`src/rtl/iod_pkg.sv`:
```
// Purpose: Shared constants and types of the I/O space address decoder.
// Assumes: Data addresses are 9 bits wide and every I/O register is 8 bits wide.
// Notes:   Short I/O addresses are range-checked as given, then turned into data addresses before the register hit decode.
package iod_pkg;

  // Width of a data-space address and of one I/O register.
  localparam int ADDR_W = 9;
  localparam int DATA_W = 8;

  // Distance between a short I/O address and its data-space address.
  localparam logic [8:0] IO_OFFSET     = 9'h020;
  // Last short I/O address that the port in/out operations can name.
  localparam logic [8:0] SHORT_IO_LAST = 9'h03f;
  // Last short I/O address that the single-bit operations can name.
  localparam logic [8:0] BIT_IO_LAST   = 9'h01f;
  // First data address of the I/O space; below it lie the working registers.
  localparam logic [8:0] DS_IO_FIRST   = 9'h020;
  // First data address of the extended I/O range.
  localparam logic [8:0] EXT_FIRST     = 9'h060;

  // Short I/O addresses of the storage and flag registers kept inside the block.
  localparam logic [8:0] SCR0_IO = 9'h01c;
  localparam logic [8:0] FLAG_IO = 9'h01d;
  localparam logic [8:0] SCR1_IO = 9'h02a;
  localparam logic [8:0] SCR2_IO = 9'h02b;

  // The same registers as data-space addresses.
  localparam logic [8:0] SCR0_DS = SCR0_IO + IO_OFFSET;
  localparam logic [8:0] FLAG_DS = FLAG_IO + IO_OFFSET;
  localparam logic [8:0] SCR1_DS = SCR1_IO + IO_OFFSET;
  localparam logic [8:0] SCR2_DS = SCR2_IO + IO_OFFSET;

  // Reset values of the storage and flag registers.
  localparam logic [7:0] SCR_RST  = 8'h00;
  localparam logic [7:0] FLAG_RST = 8'h00;

  // Kinds of access that the core may request.
  typedef enum logic [2:0] {
    IOD_K_DATA = 3'h0,  // Data-space load or store.
    IOD_K_PORT = 3'h1,  // Short-address port input or output.
    IOD_K_BSET = 3'h2,  // Single-bit set.
    IOD_K_BCLR = 3'h3,  // Single-bit clear.
    IOD_K_TSET = 3'h4,  // Skip if the selected bit is set.
    IOD_K_TCLR = 3'h5   // Skip if the selected bit is clear.
  } iod_kind_t;

  // One decoded access, held for the cycle in which it acts on a register.
  typedef struct packed {
    logic       v;          // An access is in this stage.
    logic       wr;         // The access writes.
    logic       refused;    // The access named an address its kind cannot reach.
    logic       from_data;  // The access came as a data-space load or store.
    logic       bitop;      // The access is a single-bit set or clear.
    logic       test;       // The access is a bit test.
    logic       test_set;   // The test skips on a set bit.
    logic [2:0] bitn;       // Selected bit.
    logic [8:0] addr;       // Data-space address.
    logic [7:0] wdata;      // Write data.
    logic [7:0] wmask;      // Bits that the write may touch.
  } iod_stage_t;

endpackage

```
`src/rtl/iod_reg_if.sv`:
```
// Purpose: Write and read path between the decoder and its flag register.
// Assumes: One clock; the write acts at the clock edge that ends the cycle.
// Notes:   Read data is combinational from the register.
`timescale 1ns/1ps
interface iod_reg_if;
  logic       wr_en;    // Write strobe.
  logic [7:0] wr_mask;  // Bits the write may touch.
  logic [7:0] wr_data;  // Write data.
  logic [7:0] rd_data;  // Present register value.
  modport ctrl (output wr_en, output wr_mask, output wr_data, input rd_data);
  modport regs (input wr_en, input wr_mask, input wr_data, output rd_data);
endinterface

```
`src/rtl/iod_decoder.sv`:
```
// Purpose: Decodes core accesses to the I/O space and holds the block's own registers.
// Assumes: One request at most per cycle; peripherals answer reads combinationally.
// Notes:   Every request is answered two cycles after it is taken.
`timescale 1ns/1ps
module iod_decoder (
  input  wire logic       i_clk,
  input  wire logic       i_resetn,
  input  wire logic       i_acc_valid,
  input  wire logic [2:0] i_acc_kind,
  input  wire logic       i_acc_write,
  input  wire logic [8:0] i_acc_addr,
  input  wire logic [2:0] i_acc_bit,
  input  wire logic [7:0] i_acc_wdata,
  input  wire logic [7:0] i_flag_set,
  input  wire logic       i_per_hit,
  input  wire logic [7:0] i_per_rdata,
  output logic            o_per_rd,
  output logic            o_per_wr,
  output logic      [8:0] o_per_addr,
  output logic      [7:0] o_per_wdata,
  output logic      [7:0] o_per_wmask,
  output logic            o_ack,
  output logic      [7:0] o_rdata,
  output logic            o_bit_value,
  output logic            o_skip,
  output logic            o_refused
);

  // Whole state of the decoder.
  typedef struct packed {
    iod_pkg::iod_stage_t s1;        // Access acting on the registers this cycle.
    logic                ack;       // Answer strobe.
    logic [7:0]          rdata;     // Answer data.
    logic                bitv;      // Value of the tested bit.
    logic                skip;      // Test outcome.
    logic                refused;   // Access was refused.
    logic                test;      // Answer belongs to a bit test.
    logic                test_set;  // That test skips on a set bit.
    logic [2:0][7:0]     scr;       // The three storage registers.
  } iod_main_t;

  iod_main_t st_q;                  // Registered state.
  iod_main_t st_d;                  // Next state.
  iod_reg_if flag_bus ();           // Path to the flag register.
  logic [2:0] scr_hit;              // Stage one addresses a storage register.
  logic       flag_hit;             // Stage one addresses the flag register.
  logic       own_hit;              // Stage one addresses a register kept here.
  logic       go;                   // Stage one may act on a register.
  logic [7:0] rd_val;               // Value read in stage one.

  // Turns a requested address into a data-space address.
  function automatic logic [8:0] to_data_addr(input logic [2:0] kind, input logic [8:0] addr);
    if (kind == iod_pkg::IOD_K_DATA) begin
      return addr;
    end
    return 9'(addr + iod_pkg::IO_OFFSET);
  endfunction

  // Says whether an access kind may reach the requested address.
  function automatic logic is_legal(input logic [2:0] kind, input logic [8:0] addr);
    case (kind)
      iod_pkg::IOD_K_DATA: return addr >= iod_pkg::DS_IO_FIRST;
      iod_pkg::IOD_K_PORT: return addr <= iod_pkg::SHORT_IO_LAST;
      iod_pkg::IOD_K_BSET, iod_pkg::IOD_K_BCLR,
      iod_pkg::IOD_K_TSET, iod_pkg::IOD_K_TCLR: return addr <= iod_pkg::BIT_IO_LAST;
      default: return 1'b0;
    endcase
  endfunction

  // Hit decode on the stage one address.
  assign scr_hit[0] = st_q.s1.addr == iod_pkg::SCR0_DS;
  assign scr_hit[1] = st_q.s1.addr == iod_pkg::SCR1_DS;
  assign scr_hit[2] = st_q.s1.addr == iod_pkg::SCR2_DS;
  assign flag_hit   = st_q.s1.addr == iod_pkg::FLAG_DS;
  assign own_hit    = (|scr_hit) || flag_hit;
  assign go         = st_q.s1.v && !st_q.s1.refused;

  // Peripheral strobes go out only for addresses this block does not hold.
  assign o_per_rd    = go && !st_q.s1.wr && !own_hit;
  assign o_per_wr    = go && st_q.s1.wr && !own_hit;
  assign o_per_addr  = st_q.s1.addr;
  assign o_per_wdata = st_q.s1.wdata;
  assign o_per_wmask = st_q.s1.wmask;

  // Flag register writes carry the mask, so one bit op clears one flag only.
  assign flag_bus.wr_en   = go && st_q.s1.wr && flag_hit;
  assign flag_bus.wr_mask = st_q.s1.wmask;
  assign flag_bus.wr_data = st_q.s1.wdata;

  // Answer outputs come straight from their flip-flops.
  assign o_ack       = st_q.ack;
  assign o_rdata     = st_q.rdata;
  assign o_bit_value = st_q.bitv;
  assign o_skip      = st_q.skip;
  assign o_refused   = st_q.refused;

  // Flags that hardware sets and software clears with a written one.
  iod_flag_reg #(
    .FLAG_W (8)
  ) u_flags (
    .i_clk    (i_clk),
    .i_resetn (i_resetn),
    .i_set    (i_flag_set),
    .bus      (flag_bus)
  );

  // Picks the value that stage one reads; unmapped places read zero.
  always_comb begin
    rd_val = 8'h00;
    if (go) begin
      if (flag_hit) begin
        rd_val = flag_bus.rd_data;
      end else if (scr_hit[0]) begin
        rd_val = st_q.scr[0];
      end else if (scr_hit[1]) begin
        rd_val = st_q.scr[1];
      end else if (scr_hit[2]) begin
        rd_val = st_q.scr[2];
      end else if (i_per_hit) begin
        rd_val = i_per_rdata;
      end
    end
  end

  // Decodes the request into stage one, acts on stage one, and forms the answer.
  always_comb begin
    logic [2:0] kind;
    logic [7:0] onehot;
    logic       bitop;
    kind   = i_acc_kind;
    onehot = 8'h01 << i_acc_bit;
    bitop  = (kind == iod_pkg::IOD_K_BSET) || (kind == iod_pkg::IOD_K_BCLR);
    st_d   = st_q;
    // Stage one takes the new request.
    st_d.s1.v         = i_acc_valid;
    st_d.s1.refused   = !is_legal(kind, i_acc_addr);
    st_d.s1.from_data = kind == iod_pkg::IOD_K_DATA;
    st_d.s1.bitop     = bitop;
    st_d.s1.test      = (kind == iod_pkg::IOD_K_TSET) || (kind == iod_pkg::IOD_K_TCLR);
    st_d.s1.test_set  = kind == iod_pkg::IOD_K_TSET;
    st_d.s1.bitn      = i_acc_bit;
    st_d.s1.addr      = to_data_addr(kind, i_acc_addr);
    if (bitop) begin
      // A bit op writes one bit under a one-hot mask.
      st_d.s1.wr    = 1'b1;
      st_d.s1.wmask = onehot;
      st_d.s1.wdata = (kind == iod_pkg::IOD_K_BSET) ? onehot : 8'h00;
    end else begin
      // Loads, stores and port transfers move the whole byte.
      st_d.s1.wr    = i_acc_write && !st_d.s1.test;
      st_d.s1.wmask = 8'hff;
      st_d.s1.wdata = i_acc_wdata;
    end
    // Storage registers keep exactly the bits written under the mask.
    for (int i = 0; i < 3; i++) begin
      if (go && st_q.s1.wr && scr_hit[i]) begin
        st_d.scr[i] = (st_q.scr[i] & ~st_q.s1.wmask) | (st_q.s1.wdata & st_q.s1.wmask);
      end
    end
    // The answer follows stage one by one cycle.
    st_d.ack      = st_q.s1.v;
    st_d.refused  = st_q.s1.v && st_q.s1.refused;
    st_d.rdata    = st_q.s1.wr ? 8'h00 : rd_val;
    st_d.test     = st_q.s1.v && st_q.s1.test;
    st_d.test_set = st_q.s1.test_set;
    st_d.bitv     = rd_val[st_q.s1.bitn];
    st_d.skip     = go && st_q.s1.test && (rd_val[st_q.s1.bitn] == st_q.s1.test_set);
  end

  // Registers the state, with a synchronous reset.
  always_ff @(posedge i_clk) begin
    if (!i_resetn) begin
      st_q     <= '0;
      st_q.scr <= {3{iod_pkg::SCR_RST}};
    end else begin
      st_q <= st_d;
    end
  end

  // Every request is answered exactly two cycles later.
  answer_latency_a : assert property (@(posedge i_clk) disable iff (!i_resetn)
    i_acc_valid |-> ##2 o_ack)
    else $error("A request was not answered after two cycles.");

  // Bit set or clear above the low range is refused.
  bitop_range_a : assert property (@(posedge i_clk) disable iff (!i_resetn)
    (i_acc_valid && (i_acc_kind == iod_pkg::IOD_K_BSET || i_acc_kind == iod_pkg::IOD_K_BCLR)
      && i_acc_addr > iod_pkg::BIT_IO_LAST) |-> ##2 (o_ack && o_refused))
    else $error("A bit operation above the low range was accepted.");

  // A test answers with the skip that matches the tested bit.
  bit_test_skip_a : assert property (@(posedge i_clk) disable iff (!i_resetn)
    (o_ack && st_q.test && !o_refused) |-> (o_skip == (o_bit_value == st_q.test_set)))
    else $error("Skip does not match the tested bit.");

  // A port transfer above the short range is refused.
  port_range_a : assert property (@(posedge i_clk) disable iff (!i_resetn)
    (i_acc_valid && i_acc_kind == iod_pkg::IOD_K_PORT && i_acc_addr > iod_pkg::SHORT_IO_LAST)
      |-> ##2 o_refused)
    else $error("A port transfer above the short range was accepted.");

  // Short addresses land at their data address.
  io_offset_map_a : assert property (@(posedge i_clk) disable iff (!i_resetn)
    (i_acc_valid && i_acc_kind == iod_pkg::IOD_K_PORT)
      |=> (st_q.s1.addr == 9'($past(i_acc_addr) + iod_pkg::IO_OFFSET)))
    else $error("Short address was not offset by 0x20.");

  // Only loads and stores reach the extended range.
  ext_data_only_a : assert property (@(posedge i_clk) disable iff (!i_resetn)
    ((o_per_rd || o_per_wr) && o_per_addr >= iod_pkg::EXT_FIRST) |-> st_q.s1.from_data)
    else $error("Extended range reached by a short-address access.");

  // A bit op drives a single mask bit.
  single_bit_mask_a : assert property (@(posedge i_clk) disable iff (!i_resetn)
    (o_per_wr && st_q.s1.bitop) |-> $onehot(o_per_wmask))
    else $error("A bit operation touched more than one bit.");

  // A store to the storage register at 0x4A is kept.
  scratch_store_a : assert property (@(posedge i_clk) disable iff (!i_resetn)
    (i_acc_valid && i_acc_kind == iod_pkg::IOD_K_DATA && i_acc_write
      && i_acc_addr == iod_pkg::SCR1_DS)
      |-> ##2 (st_q.scr[1] == $past(i_acc_wdata, 2)))
    else $error("Storage register did not keep the stored byte.");

  // Refused accesses read zero and strobe no peripheral.
  refused_quiet_a : assert property (@(posedge i_clk) disable iff (!i_resetn)
    (st_q.s1.v && st_q.s1.refused) |-> (!o_per_rd && !o_per_wr ##1 o_rdata == 8'h00))
    else $error("A refused access disturbed the bus or read non-zero.");

endmodule

```
`src/rtl/iod_flag_reg.sv`:
```
// Purpose: Status flags that hardware sets and software clears by writing one.
// Assumes: Set inputs come from logic on the same clock.
// Notes:   A set and a clear of the same flag in one cycle leaves the flag set.
`timescale 1ns/1ps
module iod_flag_reg #(
  parameter int FLAG_W = 8  // Number of flags, filled from bit 0 upward.
) (
  input  wire logic              i_clk,
  input  wire logic              i_resetn,
  input  wire logic [FLAG_W-1:0] i_set,
  iod_reg_if.regs                bus
);

  // The register is eight bits wide, so no more flags fit.
  if (FLAG_W < 1 || FLAG_W > 8) begin : g_bad_width
    $error("FLAG_W must lie between 1 and 8.");
  end

  // Whole state of the flag register.
  typedef struct packed {
    logic [7:0] flags;
  } iod_flag_state_t;

  iod_flag_state_t st_q;  // Registered state.
  iod_flag_state_t st_d;  // Next state.
  logic [7:0]      set_w; // Set requests widened to the register.

  // Widened on purpose; unused upper flags stay clear.
  assign set_w       = 8'(i_set);
  assign bus.rd_data = st_q.flags;

  // A one clears its flag, a zero leaves it, and a set from hardware wins.
  always_comb begin
    st_d = st_q;
    if (bus.wr_en) begin
      st_d.flags = st_q.flags & ~(bus.wr_mask & bus.wr_data);
    end
    st_d.flags = st_d.flags | set_w;
  end

  // Registers the state, with a synchronous reset.
  always_ff @(posedge i_clk) begin
    if (!i_resetn) begin
      st_q.flags <= iod_pkg::FLAG_RST;
    end else begin
      st_q <= st_d;
    end
  end

  // A written zero never clears flag 0.
  zero_keeps_flag_a : assert property (@(posedge i_clk) disable iff (!i_resetn)
    (bus.wr_en && st_q.flags[0] && !(bus.wr_mask[0] && bus.wr_data[0]))
      |=> st_q.flags[0])
    else $error("Writing zero cleared a flag.");

  // A written one clears flag 0 unless hardware sets it again.
  one_clears_flag_a : assert property (@(posedge i_clk) disable iff (!i_resetn)
    (bus.wr_en && bus.wr_mask[0] && bus.wr_data[0] && !set_w[0])
      |=> !st_q.flags[0])
    else $error("Writing one did not clear a flag.");

endmodule

```
`config.mk`:
```
export PLATFORM = sky130hd
export DESIGN_NAME = iod_decoder
export DESIGN_NICKNAME = d
export VERILOG_FILES = /design/src/rtl/iod_pkg.sv /design/src/rtl/iod_reg_if.sv /design/src/rtl/iod_decoder.sv /design/src/rtl/iod_flag_reg.sv
export SDC_FILE = /design/constraint.sdc
export NUM_CORES = 1
export LEC_CHECK = 0
export BUFFER_PORTS_ARGS = -buffer_cell sky130_fd_sc_hd__buf_4
export CAP_MARGIN = 0
export CORE_UTILIZATION = 45
export DETAILED_ROUTE_END_ITERATION = 8
export PLACE_DENSITY_LB_ADDON = 0.25
export SYNTH_ARGS = -nofsm -noshare
export SYNTH_HDL_FRONTEND = slang
export SYNTH_HIERARCHICAL = 1
export SYNTH_SLANG_ARGS = --single-unit
```
`constraint.sdc`:
```
create_clock -name i_clk -period 2.8 [get_ports i_clk]
set_input_delay 0.56 -clock i_clk [delete_from_list [all_inputs] [get_ports i_clk]]
set_output_delay 0.56 -clock i_clk [all_outputs]
set_load 0.05 [all_outputs]
```
# Word level (Yosys, flattened, before mapping)
# Cells that the tools add are included.
# classes
addsub,1
multipliers,0
div_mod_pow,0
n_lt_le_gt_ge,4
eq_ne,10
n_shift,1
mux,16
n_bitwise,12
n_reduce_logical,25
# op_table
op,count
$mux W8,8
$and A8 B8 Y8,5
$or A8 B8 Y8,4
$eq A9 B6 Y1 const B,2
$eq A9 B7 Y1 const B,2
$mux W9,2
$mux W16,1
$not A8 Y8,2
$logic_and A1 B1 Y1,13
$add A9 B6 Y9 const B,1
$ge A9 B6 Y1 const B,1
$le A9 B5 Y1 const B,1
$le A9 B6 Y1 const B,1
$shl A1 B3 Y8 const A,1
$eq A3 B2 Y1 const B,2
$eq A3 B3 Y1 const B,2
$logic_not A1 Y1,5
$lt A3 B4 Y1 const B,1
$reduce_or A4 Y1,1
$bmux W1 S3,1
$eq A3 B1 Y1 const B,1
$logic_not A3 Y1,1
$logic_or A1 B1 Y1,3
$mux W1,3
5 further kinds,5
# totals
ff_bits,77
latchBits,0
mem_bits_rw,0
romBits,0
in_bits,44
out_inout_bits,39
word_cells,87
memories,0

# Logic depth before layout (Yosys ltp)
# Gate-level depths: netlist (run 1).
# logic_depth
depth_word,10
depth_mapped,9

# Cells and area by module
# Netlist (run 1), hierarchy kept.
# by_module_without_submodules
module,instances,cells_per_inst,area_each_um2
iod_decoder,1,416,3647.2
iod_flag_reg,1,33,365.4

# Least setup slack after synthesis (run 1)
# No wires, ideal clock.
# synth_path
path_kind,flip-flop to output port
start,"reg st_q, in the netlist o_per_addr[1]"
end,out o_per_rd
t_arrival_ns,1.910
setup_slack_ns,0.330
path_stages_with_launch,5
path_buffers,0
cell_sequence,dfxtp_1 > and4bb_1 > nand3_2 > nand2_1 > nor3_1
# synth_between
elab_chain_len,5
elab_cells_between_ends,8
cone_classes,eq/ne (4); reduce/logical (4)
# synth_lines
item,line_no,rtl
from (decl),iod_decoder.sv:42,iod_main_t st_q;
from (signal assigned),iod_decoder.sv:176,st_q <= st_d;
"$eq A9 B6 Y1, or another cell as far along",iod_decoder.sv:71,assign scr_hit[0] = st_q.s1.addr == iod_pkg::SCR0_DS;
$reduce_or A3 Y1,iod_decoder.sv:75,assign own_hit = (|scr_hit) || flag_hit;
$logic_or A1 B1 Y1 *,iod_decoder.sv:75,
$logic_not A1 Y1 *,iod_decoder.sv:79,assign o_per_rd = go && !st_q.s1.wr && !own_hit;
$logic_and A1 B1 Y1 *,iod_decoder.sv:79,
to (decl),iod_decoder.sv:17,"output logic o_per_rd,"
# Every way passes the cells marked *; elsewhere a longest branch is shown, timed or not.

# Worst setup path in the final report (run 1)
# Same ends and word-level chain as after synthesis.

==> results of run 1 <==
==> Yosys cell counts (5+ instances only) <==
master,count,share of area [%]
buf_4,34,6.4
nor4_1,7,1.1
nor3_1,9,1.1
nor2_1,24,2.2
dfxtp_1,77,38
a41oi_2,8,3.2
nand3_1,21,2.6
clkbuf_1,11,1.0
and2_1,17,2.7
a21boi_0,22,4.1
ha_1,6,1.9
nand2_1,62,5.8
a21oi_1,5,0.62
mux2i_1,20,5.0
inv_1,13,1.2
o21ai_1,8,1.0
nor2b_1,20,3.1
==> worst min path at each step <==
stage               cells after the start          start        to  slack (ps)
finish                                  2  i_acc_kind[0]  st_d[24]         410
global route                            2  i_acc_kind[0]  st_d[24]         400
CTS                                     2  i_acc_kind[0]  st_d[24]         400
detailed placement                      2       st_q[67]    o_skip         440
global placement                        2       st_q[67]    o_skip         440
floorplan                               2       st_q[67]    o_skip         430
==> cell families (layout without fill, tap and decap cells) <==
| logic type | count (synthesis) | in the layout |
|---|---|---|
| and+or+nand+nor | 197 | 197 |
| AOI/OAI and AO/OA | 78 | 78 |
| DFF | 77 | 77 |
| buffers and inverters | 66 | 121 |
| muxes | 22 | 22 |
| adders and majority gates | 6 | 6 |
| xor gates and xnor gates | 3 | 3 |
==> report_power, final <==
part | switching, W | leakage, nW | internal, W
registers | 0.0000492 | 0.632 | 0.00113
clock network | 0.000394 | 0.0812 | 0.000338
logic | 0.000221 | 1.12 | 0.000146
total | 0.000664 | 1.83 | 0.00162
==> per-stage QoR <==
| step | std cells | setup slack [ps] |
|---|---|---|
| after detailed placement | 597 | 549.5 |
| after floorplan | 449 | 329.8 |
| after CTS | 612 | 361.3 |
| final | 612 | 392.0 |
| after global routing | 612 | 274.5 |
| after global placement | 597 | 537.5 |
==> layer usage <==
| metal | up-vias | global-route usage (%) | share of wire [%] |
|---|---|---|---|
| li1 | 1649 | - | - |
| met1 | 1568 | 30.91 | 46 |
| met2 | 104 | 36.05 | 46 |
| met3 | 23 | 3.208 | 4.5 |
| met4 | 0 | 12.87 | 3.4 |
| met5 | - | 0 | 0 |
==> worst max-delay path, stage by stage, from the launching register on <==
cell and delay [ps]:
dfxtp_1 380, and4bb_1 320, nand3_2 120, buf_4 160, nand2_1 70, nor3_1 210, buf_4 240
==> layout by cell type (no fill, tap or decap), types with 9 or more instances in the layout <==
master and count:
and2_1 17, a21boi_0 22, nor2_1 24, clkbuf_8 10, mux2i_1 20, buf_4 92
nor3_1 9, nor2b_1 20, dfxtp_1 77, nand2_1 62, inv_1 13, nand3_1 21
==> final cells by class <==
cell class              instances  share of cell area, %
multi-input cells             306                  44.48
flip-flops and latches         77                  33.09
repair buffers                 92                  14.83
clock buffers                  11                  3.035
well taps                     108                  2.901
inverters                      14                  1.128
clock inverters                 4                 0.5372
==> results.sh, run 1 <==
export IMPL_seq_area_sq_um=1541
export IMPL_dr_total_vias=3344
export IMPL_synth_compound_area_share_pct=16.81
export IMPL_die_area_sq_um=9299
export IMPL_io_pins=83
export IMPL_cts_clk_slew_worst_paths_ps=80
export IMPL_cp_endpoint="o_per_rd"
export IMPL_gr_total_overflow=0
export IMPL_finalClockSkew_ps=7.692
export IMPL_cts_buffers_inserted=9
export IMPL_cts_buffer_depth=2
export IMPL_drt_iter0_markers=143
export IMPL_synth_simple_area_share_pct=26.75
export IMPL_clock_latency_ps=340
export IMPL_yosysWarnings=6
export IMPL_arrival_ps=1850
export IMPL_path_class="reg -> out"
export IMPL_reg2reg_from="o_per_addr[0]"
export IMPL_post_cts_buffers=0
export IMPL_fin_crit_sh_pct=86.00
export IMPL_cts_resized_gates=0
export IMPL_slew_violations=0
export IMPL_clock_sinks=77
export IMPL_drcViolationCount=0
export IMPL_worst_r2r_cell_count=8
export IMPL_port_buffers=82
export IMPL_r2r_end="o_skip"
export IMPL_dp_hpwl_mm=7.523
export IMPL_yosysSeqAreaShare_pct=38.42
export IMPL_cts_htree_levels=3
export IMPL_fin_crit_ps=2408
export IMPL_cp_max_fo=8
export IMPL_hold_slack_ps=410.8
export IMPL_wl_mm=10.12
export IMPL_fmax_mhz=415.3
export IMPL_fin_util_pct=53.68
export IMPL_area_delta_synth_final_pct=16.09
export IMPL_slew_headroom_pct=68.60
export IMPL_synth_seq_cells=77
export IMPL_first_pass_iters=4
export IMPL_cts_tree="yes"
export IMPL_grt_pass1_vias=3130
export IMPL_grt_first_pass_wirelength_mm=15.94
export IMPL_antenna_cells=0
export IMPL_start_util_pct=46.24
export IMPL_grt_setup_unrepaired="false"
export IMPL_maxCapViolations=0
export IMPL_grt_usage_pct=23.18
export IMPL_crit_path_start_kind="flip-flop"
export IMPL_drive_above_1_share_pct=26.39
export IMPL_die_y_microns=96.43
export IMPL_power_w=0.002283
export IMPL_leakage_nw=1.833
export IMPL_yosys_area_share_adder_pct=1.871
export IMPL_ant_nets=0
export IMPL_setup_viol=0
export IMPL_cp_end_kind="primary output"
export IMPL_hold_path_class="in -> reg"
export IMPL_die_w_microns=96.43
export IMPL_synth_cell_types=66
export IMPL_place_congestion=0.9242
export IMPL_synth_top_family_by_area="simple AND/OR/NAND/NOR gates"
export IMPL_wl_per_cell_microns=16.54
export IMPL_nNetsFinal=550
export IMPL_grt_max_degree=44
export IMPL_crit_start="o_per_addr[1]"
export IMPL_synth_main_ff_cell="dfxtp_1"
export IMPL_fin_tns_setup_ps=0
export IMPL_status="completed"
export IMPL_worst_pin_slew_ps=468.3
export IMPL_crit_required_ps=2240
export IMPL_rows=34
export IMPL_multi_input_area_sq_um=2072
export IMPL_r2r_slack_ps=540
export IMPL_synthCells=449
export IMPL_ctsHoldBuffers=0
export IMPL_netlist_area_sq_um=4013
export IMPL_synth_xor_area_share_pct=0.6548
export IMPL_async_flop_share_pct=0
export IMPL_hold_viol=0
export IMPL_coreArea_sq_um=8678
export IMPL_postSynthAreaPerCell_sq_um=8.937
export IMPL_antenna_found_initial=0
export IMPL_p_per_area_nw_per_um2=490.1
export IMPL_syn_nets=499
export IMPL_dpl_cell_area_sq_um=4492
export IMPL_clock_root_buffer="clkbuf_8"
export IMPL_viasPerCell=5.464
export IMPL_synthMuxAreaShare_pct=5.550
export IMPL_synth_edf_count=0
export IMPL_n_fill_cell=827
export IMPL_fin_area_sq_um=4658
export IMPL_peakVddDrop_v=0.0002030
(Power assumes the default switching activity.)
==> run 2: changes to the inputs <==
==> constraint.sdc (replaced) <==
create_clock -name i_clk -period 2.5 [get_ports i_clk]
set_input_delay 0.5 -clock i_clk [delete_from_list [all_inputs] [get_ports i_clk]]
set_output_delay 0.5 -clock i_clk [all_outputs]
set_load 0.05 [all_outputs]
==> run 2 against run 1 <==
Compared with the run above:
- clock power increased by 45%
- global-route usage decreased by 0.63 points
- first-iteration DRC count increased by 0.70%
- flip-flop and latch count unchanged
- wire length decreased by 0.85%
- non-clock buffer count unchanged
- register-to-register slack got worse by 290 ps
- power increased by 23%
- critical path depth decreased by 1
- clock-buffer cell count unchanged
- hold slack got worse by 65 ps
- critical path type unchanged
- critical endpoint unchanged
- largest cell class unchanged
- highest routed layer unchanged
==> results.sh, run 2 (synthesis results as in run 1) <==
export IMPL_fin_area_sq_um=4728
export IMPL_final_cells=613
export IMPL_die_area_sq_um=9299
export IMPL_grt_setup_unrepaired="false"
export IMPL_worst_pin_slew_ps=467.7
export IMPL_die_w_microns=96.43
export IMPL_clock_root_buffer="clkbuf_8"
export IMPL_fin_util_pct=54.48
export IMPL_place_congestion=0.8701
export IMPL_place_inst=597
export IMPL_cp_end_kind="primary output"
export IMPL_fin_tns_setup_ps=0
export IMPL_wl_mm=10.04
export IMPL_grt_max_degree=46
export IMPL_rows=34
export IMPL_arrival_ps=1830
export IMPL_drt_iter0_markers=144
export IMPL_crit_chain="nor3b_4 -> nand3_2 -> nand2_1 -> nor3_1 -> buf_4"
export IMPL_hold_viol=0
export IMPL_ant_nets=0
export IMPL_worst_r2r_cell_count=8
export IMPL_cts_htree_levels=3
export IMPL_cts_resized_gates=0
export IMPL_cp_depth=5
export IMPL_power_frac_seq_pct=47.4
export IMPL_p_per_area_nw_per_um2=591.8
export IMPL_slowest_stage="nor3b_4"
export IMPL_start_util_pct=46.24
export IMPL_post_cts_buffers=0
export IMPL_leakage_nw=1.869
export IMPL_cts_buffers_inserted=9
export IMPL_swShare_pct=27.45
export IMPL_wl_per_cell_microns=16.38
export IMPL_slew_violations=0
export IMPL_antenna_cells=0
export IMPL_grt_pass1_vias=2935
export IMPL_status="completed"
export IMPL_setup_viol=0
export IMPL_port_buffers=82
export IMPL_grt_first_pass_wirelength_mm=15.43
export IMPL_power_w=0.002798
export IMPL_grt_usage_pct=22.55
export IMPL_die_y_microns=96.43
export IMPL_cts_clk_slew_worst_paths_ps=80
export IMPL_gr_total_overflow=0
export IMPL_crit_required_ps=2000
export IMPL_hold_depth=2
export IMPL_finalClockSkew_ps=7.654
export IMPL_fmax_mhz=429.2
export IMPL_p_int_w=0.002030
export IMPL_coreArea_sq_um=8678
export IMPL_pwr_share_comb_pct=14.8
export IMPL_dpl_cell_area_sq_um=4504
export IMPL_nNetsFinal=550
export IMPL_fin_crit_sh_pct=93.19
export IMPL_fin_crit_ps=2330
export IMPL_clock_latency_ps=350
export IMPL_antenna_found_initial=0
export IMPL_dp_hpwl_mm=7.495
export IMPL_cts_tree="yes"
export IMPL_first_pass_iters=4
export IMPL_area_delta_synth_final_pct=17.84
export IMPL_final_common_cell="buf_4"
export IMPL_ctsHoldBuffers=0
export IMPL_final_cell_mix="91 x buf_4, 77 x dfxtp_1, 62 x nand2_1"
export IMPL_peakVddDrop_v=0.0003260
export IMPL_dr_total_vias=3281
export IMPL_crit_family="simple AND/OR/NAND/NOR gates"
export IMPL_clock_sinks=77
export IMPL_slew_headroom_pct=68.53
export IMPL_cts_buffer_depth=2
export IMPL_path_class="reg -> out"
export IMPL_clock_power_share_pct=37.8
export IMPL_cp_slowest_stage_delay_ps=420
export IMPL_p_switching_w=0.0007682
export IMPL_path_buf_inv=1
export IMPL_cp_max_fo=9
export IMPL_drcViolationCount=0
export IMPL_hold_path_class="in -> reg"
export IMPL_maxCapViolations=0
export IMPL_drive_above_1_share_pct=26.53
export IMPL_io_pins=83
export IMPL_crit_path_start_kind="flip-flop"
export IMPL_viasPerCell=5.352
## run 2: cell types whose count changed in the layout (fill, tap and decap cells not counted)
cell / before / now
bufinv_16: 0 / 2
clkinvlp_4: 2 / 0
buf_12: 0 / 1
buf_4: 92 / 91
clkinv_2: 2 / 1
clkinv_4: 0 / 1
inv_6: 0 / 1
## run 2: worst reg2reg max path, stage by stage, from the launching register on
cell,delay [ps]
dfxtp_1,360
or3b_4,510
nor3_2,350
buf_4,200
nand2_1,60
and4_4,190
a211oi_4,250
o21a_1,180
nor3_2,40
## run 2: final cells by class
class / count / area, sq um
Inverter: 14 / 52.55
Tap cell: 108 / 135.1
Timing Repair Buffer: 92 / 703.2
Clock inverter: 5 / 82.58
Multi-Input combinational cell: 306 / 2072
Fill cell: 822 / 3950
Clock buffer: 11 / 141.4
Sequential cell: 77 / 1541
## run 2: final timing paths
kind	start	to	slack (ps)
setup reg to reg	o_per_addr[8]	o_skip	250
hold reg to reg	st_q[67]	o_skip	450
hold / removal	i_acc_kind[0]	st_d[24]	350
setup / recovery	o_per_addr[3]	o_per_rd	170
## run 2: power groups by stage
stage                     combinational (W)  sequential (W)  clock [W]
final                              0.000414         0.00133    0.00106
after global routing               0.000445         0.00133    0.00114
after CTS                          0.000415         0.00133    0.00108
after detailed placement           0.000415         0.00136          0
after global placement             0.000412         0.00135          0
after floorplan                    0.000294         0.00134          0
## run 2: through the flow
stage          hold WS, ps  worst slack (ps)
2_1_floorplan        431.3             89.85
3_3_place_gp         446.8             293.6
3_5_place_dp         443.0             269.5
4_1_cts              326.5             170.8
5_1_grt              334.8             39.86
6_report             345.4             170.2
## run 2: metal layers
layer / track usage (%) / vias up / part of all wire (%)
li1: - / 1650 / -
met1: 32.85 / 1504 / 49
met2: 33.81 / 108 / 45
met3: 3.052 / 19 / 4.1
met4: 8.211 / 0 / 2.0
met5: 0 / - / 0
==> run 3: changes to the inputs <==
--- a/config.mk
+++ b/config.mk
@@ -7,7 +7,9 @@
 export LEC_CHECK = 0
 export BUFFER_PORTS_ARGS = -buffer_cell sky130_fd_sc_hd__buf_4
 export CAP_MARGIN = 0
-export CORE_UTILIZATION = 45
+export CELL_PAD_IN_SITES_DETAIL_PLACEMENT = 0
+export CELL_PAD_IN_SITES_GLOBAL_PLACEMENT = 1
+export CORE_UTILIZATION = 41
 export DETAILED_ROUTE_END_ITERATION = 8
 export PLACE_DENSITY_LB_ADDON = 0.25
 export SYNTH_ARGS = -nofsm -noshare
==> run 3 against run 2 <==
Compared with the run above:
- combinational power is 1% lower
- via count is 0.30% higher
- first-iteration DRC count is 30% lower
- sequential power hardly changed
- register-to-register slack hardly changed
- hold slack better by 4.8 ps
- power is 8.7% lower
- sequential share of layout area is 0.20 points higher
- largest power group unchanged
- final cell count is 3.6% higher
- wire length is 6.1% higher
- fmax is 1.4% lower
==> results.sh, run 3 (synthesis results as in run 1) <==
export IMPL_io_pins=83
export IMPL_setup_viol=0
export IMPL_cts_clk_slew_worst_paths_ps=70
export IMPL_drcViolationCount=0
export IMPL_final_cell_mix="96 x buf_4, 76 x dfxtp_1, 62 x nand2_1"
export IMPL_die_w_microns=100.9
export IMPL_grt_pass1_vias=3160
export IMPL_cts_buffers_inserted=9
export IMPL_clock_power_share_pct=31.7
export IMPL_n_fill_cell=949
export IMPL_path_class="reg -> out"
export IMPL_maxCapViolations=0
export IMPL_grt_setup_unrepaired="false"
export IMPL_start_util_pct=42.82
export IMPL_fin_crit_ps=2364
export IMPL_r2r_slack_ps=250
export IMPL_slew_violations=0
export IMPL_status="completed"
export IMPL_cts_htree_levels=3
export IMPL_grt_max_degree=37
export IMPL_port_buffers=82
export IMPL_final_common_cell="buf_4"
export IMPL_dp_hpwl_mm=8.024
export IMPL_antenna_found_initial=0
export IMPL_grt_first_pass_wirelength_mm=16.82
export IMPL_dpl_cell_area_sq_um=4548
export IMPL_cts_tree="yes"
export IMPL_p_per_area_nw_per_um2=543.4
export IMPL_fin_crit_sh_pct=94.55
export IMPL_die_area_sq_um=10190
export IMPL_gr_total_overflow=0
export IMPL_viasPerCell=5.183
export IMPL_hold_path_class="in -> reg"
export IMPL_drt_iter0_markers=101
export IMPL_p_switching_w=0.0007465
export IMPL_nNetsFinal=554
export IMPL_clock_sinks=77
export IMPL_wl_per_cell_microns=16.77
export IMPL_antenna_cells=0
export IMPL_swShare_pct=29.21
export IMPL_cp_max_fo=9
export IMPL_wl_mm=10.65
export IMPL_arrival_ps=1860
export IMPL_fmax_mhz=423.0
export IMPL_fin_area_sq_um=4703
export IMPL_hold_viol=0
export IMPL_rows=35
export IMPL_die_y_microns=100.9
export IMPL_area_delta_synth_final_pct=17.21
export IMPL_clock_latency_ps=350
export IMPL_clock_root_buffer="clkbuf_8"
export IMPL_first_pass_iters=4
export IMPL_crit_required_ps=2000
export IMPL_coreArea_sq_um=9371
export IMPL_drive_above_1_share_pct=26.88
export IMPL_place_congestion=0.8690
export IMPL_finalClockSkew_ps=11.67
export IMPL_post_cts_buffers=0
export IMPL_grt_usage_pct=22.11
export IMPL_slew_headroom_pct=64.14
export IMPL_cp_end_kind="primary output"
export IMPL_cts_buffer_depth=2
export IMPL_final_cells=635
export IMPL_leakage_nw=1.849
export IMPL_power_frac_seq_pct=52.2
export IMPL_peakVddDrop_v=0.0002183
export IMPL_p_int_w=0.001809
export IMPL_dr_total_vias=3291
export IMPL_fin_tns_setup_ps=0
export IMPL_power_w=0.002556
export IMPL_pwr_share_comb_pct=16.1
export IMPL_place_inst=622
export IMPL_worst_pin_slew_ps=532.9
export IMPL_crit_path_start_kind="flip-flop"
export IMPL_ant_nets=0
-- run 3: cell types whose count changed in the layout (fill, tap and decap cells not counted) --
cell,before,now
buf_4,91,96
bufinv_16,2,0
buf_12,1,0
clkinv_4,1,0
clkinvlp_4,0,1
dfxtp_1,77,76
dfxtp_2,0,1
inv_6,1,0
-- run 3: power groups by stage --
stage	logic [W]	clock network, W	registers, W
final	0.000410	0.000811	0.00133
after global routing	0.000440	0.000890	0.00134
after CTS	0.000412	0.000823	0.00133
after detailed placement	0.000411	0	0.00136
after global placement	0.000411	0	0.00136
after floorplan	0.000294	0	0.00134
-- run 3: cell type report --
cell class	instances	area [sq um]	share of cell area, %
clock buffers	11	141.4	3.006
clock inverters	2	12.51	0.2660
inverters	14	52.55	1.117
multi-input cells	306	2072	44.05
flip-flops and latches	77	1543	32.80
well taps	129	161.4	3.432
repair buffers	96	720.7	15.32
-- run 3: worst max-delay path: stages, from the launching register on --
cell and delay [ps]:
dfxtp_1 350, nor3b_4 450, nand3_2 300, nand2_1 150, nor3_1 70, buf_4 190
-- run 3: repair_timing --
action,CTS,global route
setup endpoints to repair,0,1
hold buffers,0,0
resized for setup,0,1
-- run 3: metal layers --
layer / track usage (%) / vias to the layer above / routed length [microns]
met2: 37.20 / 83 / 5236
met4: 8.027 / 0 / 184
li1: - / 1646 / -
met5: 0 / - / 0
met3: 3.121 / 14 / 332
met1: 28.78 / 1548 / 4897
-- run 3: final timing paths --
path                               startpoint        to  cells after the start
worst max-delay path            o_per_addr[8]  o_per_rd                      5
worst min-delay path            i_acc_kind[0]  st_d[24]                      2
worst max register to register  o_per_addr[8]    o_skip                      7
worst min register to register       st_q[67]    o_skip                      2
-- run 3: through the flow --
stage	util, %	setup WS, ps	hold WS, ps
floorplan	-	89.85	431.3
global placement	48.53	301.1	448.1
detailed placement	48.53	259.2	445.0
CTS	50.17	3.936	341.9
global route	50.19	33.38	356.0
finish	50.19	136.1	350.3
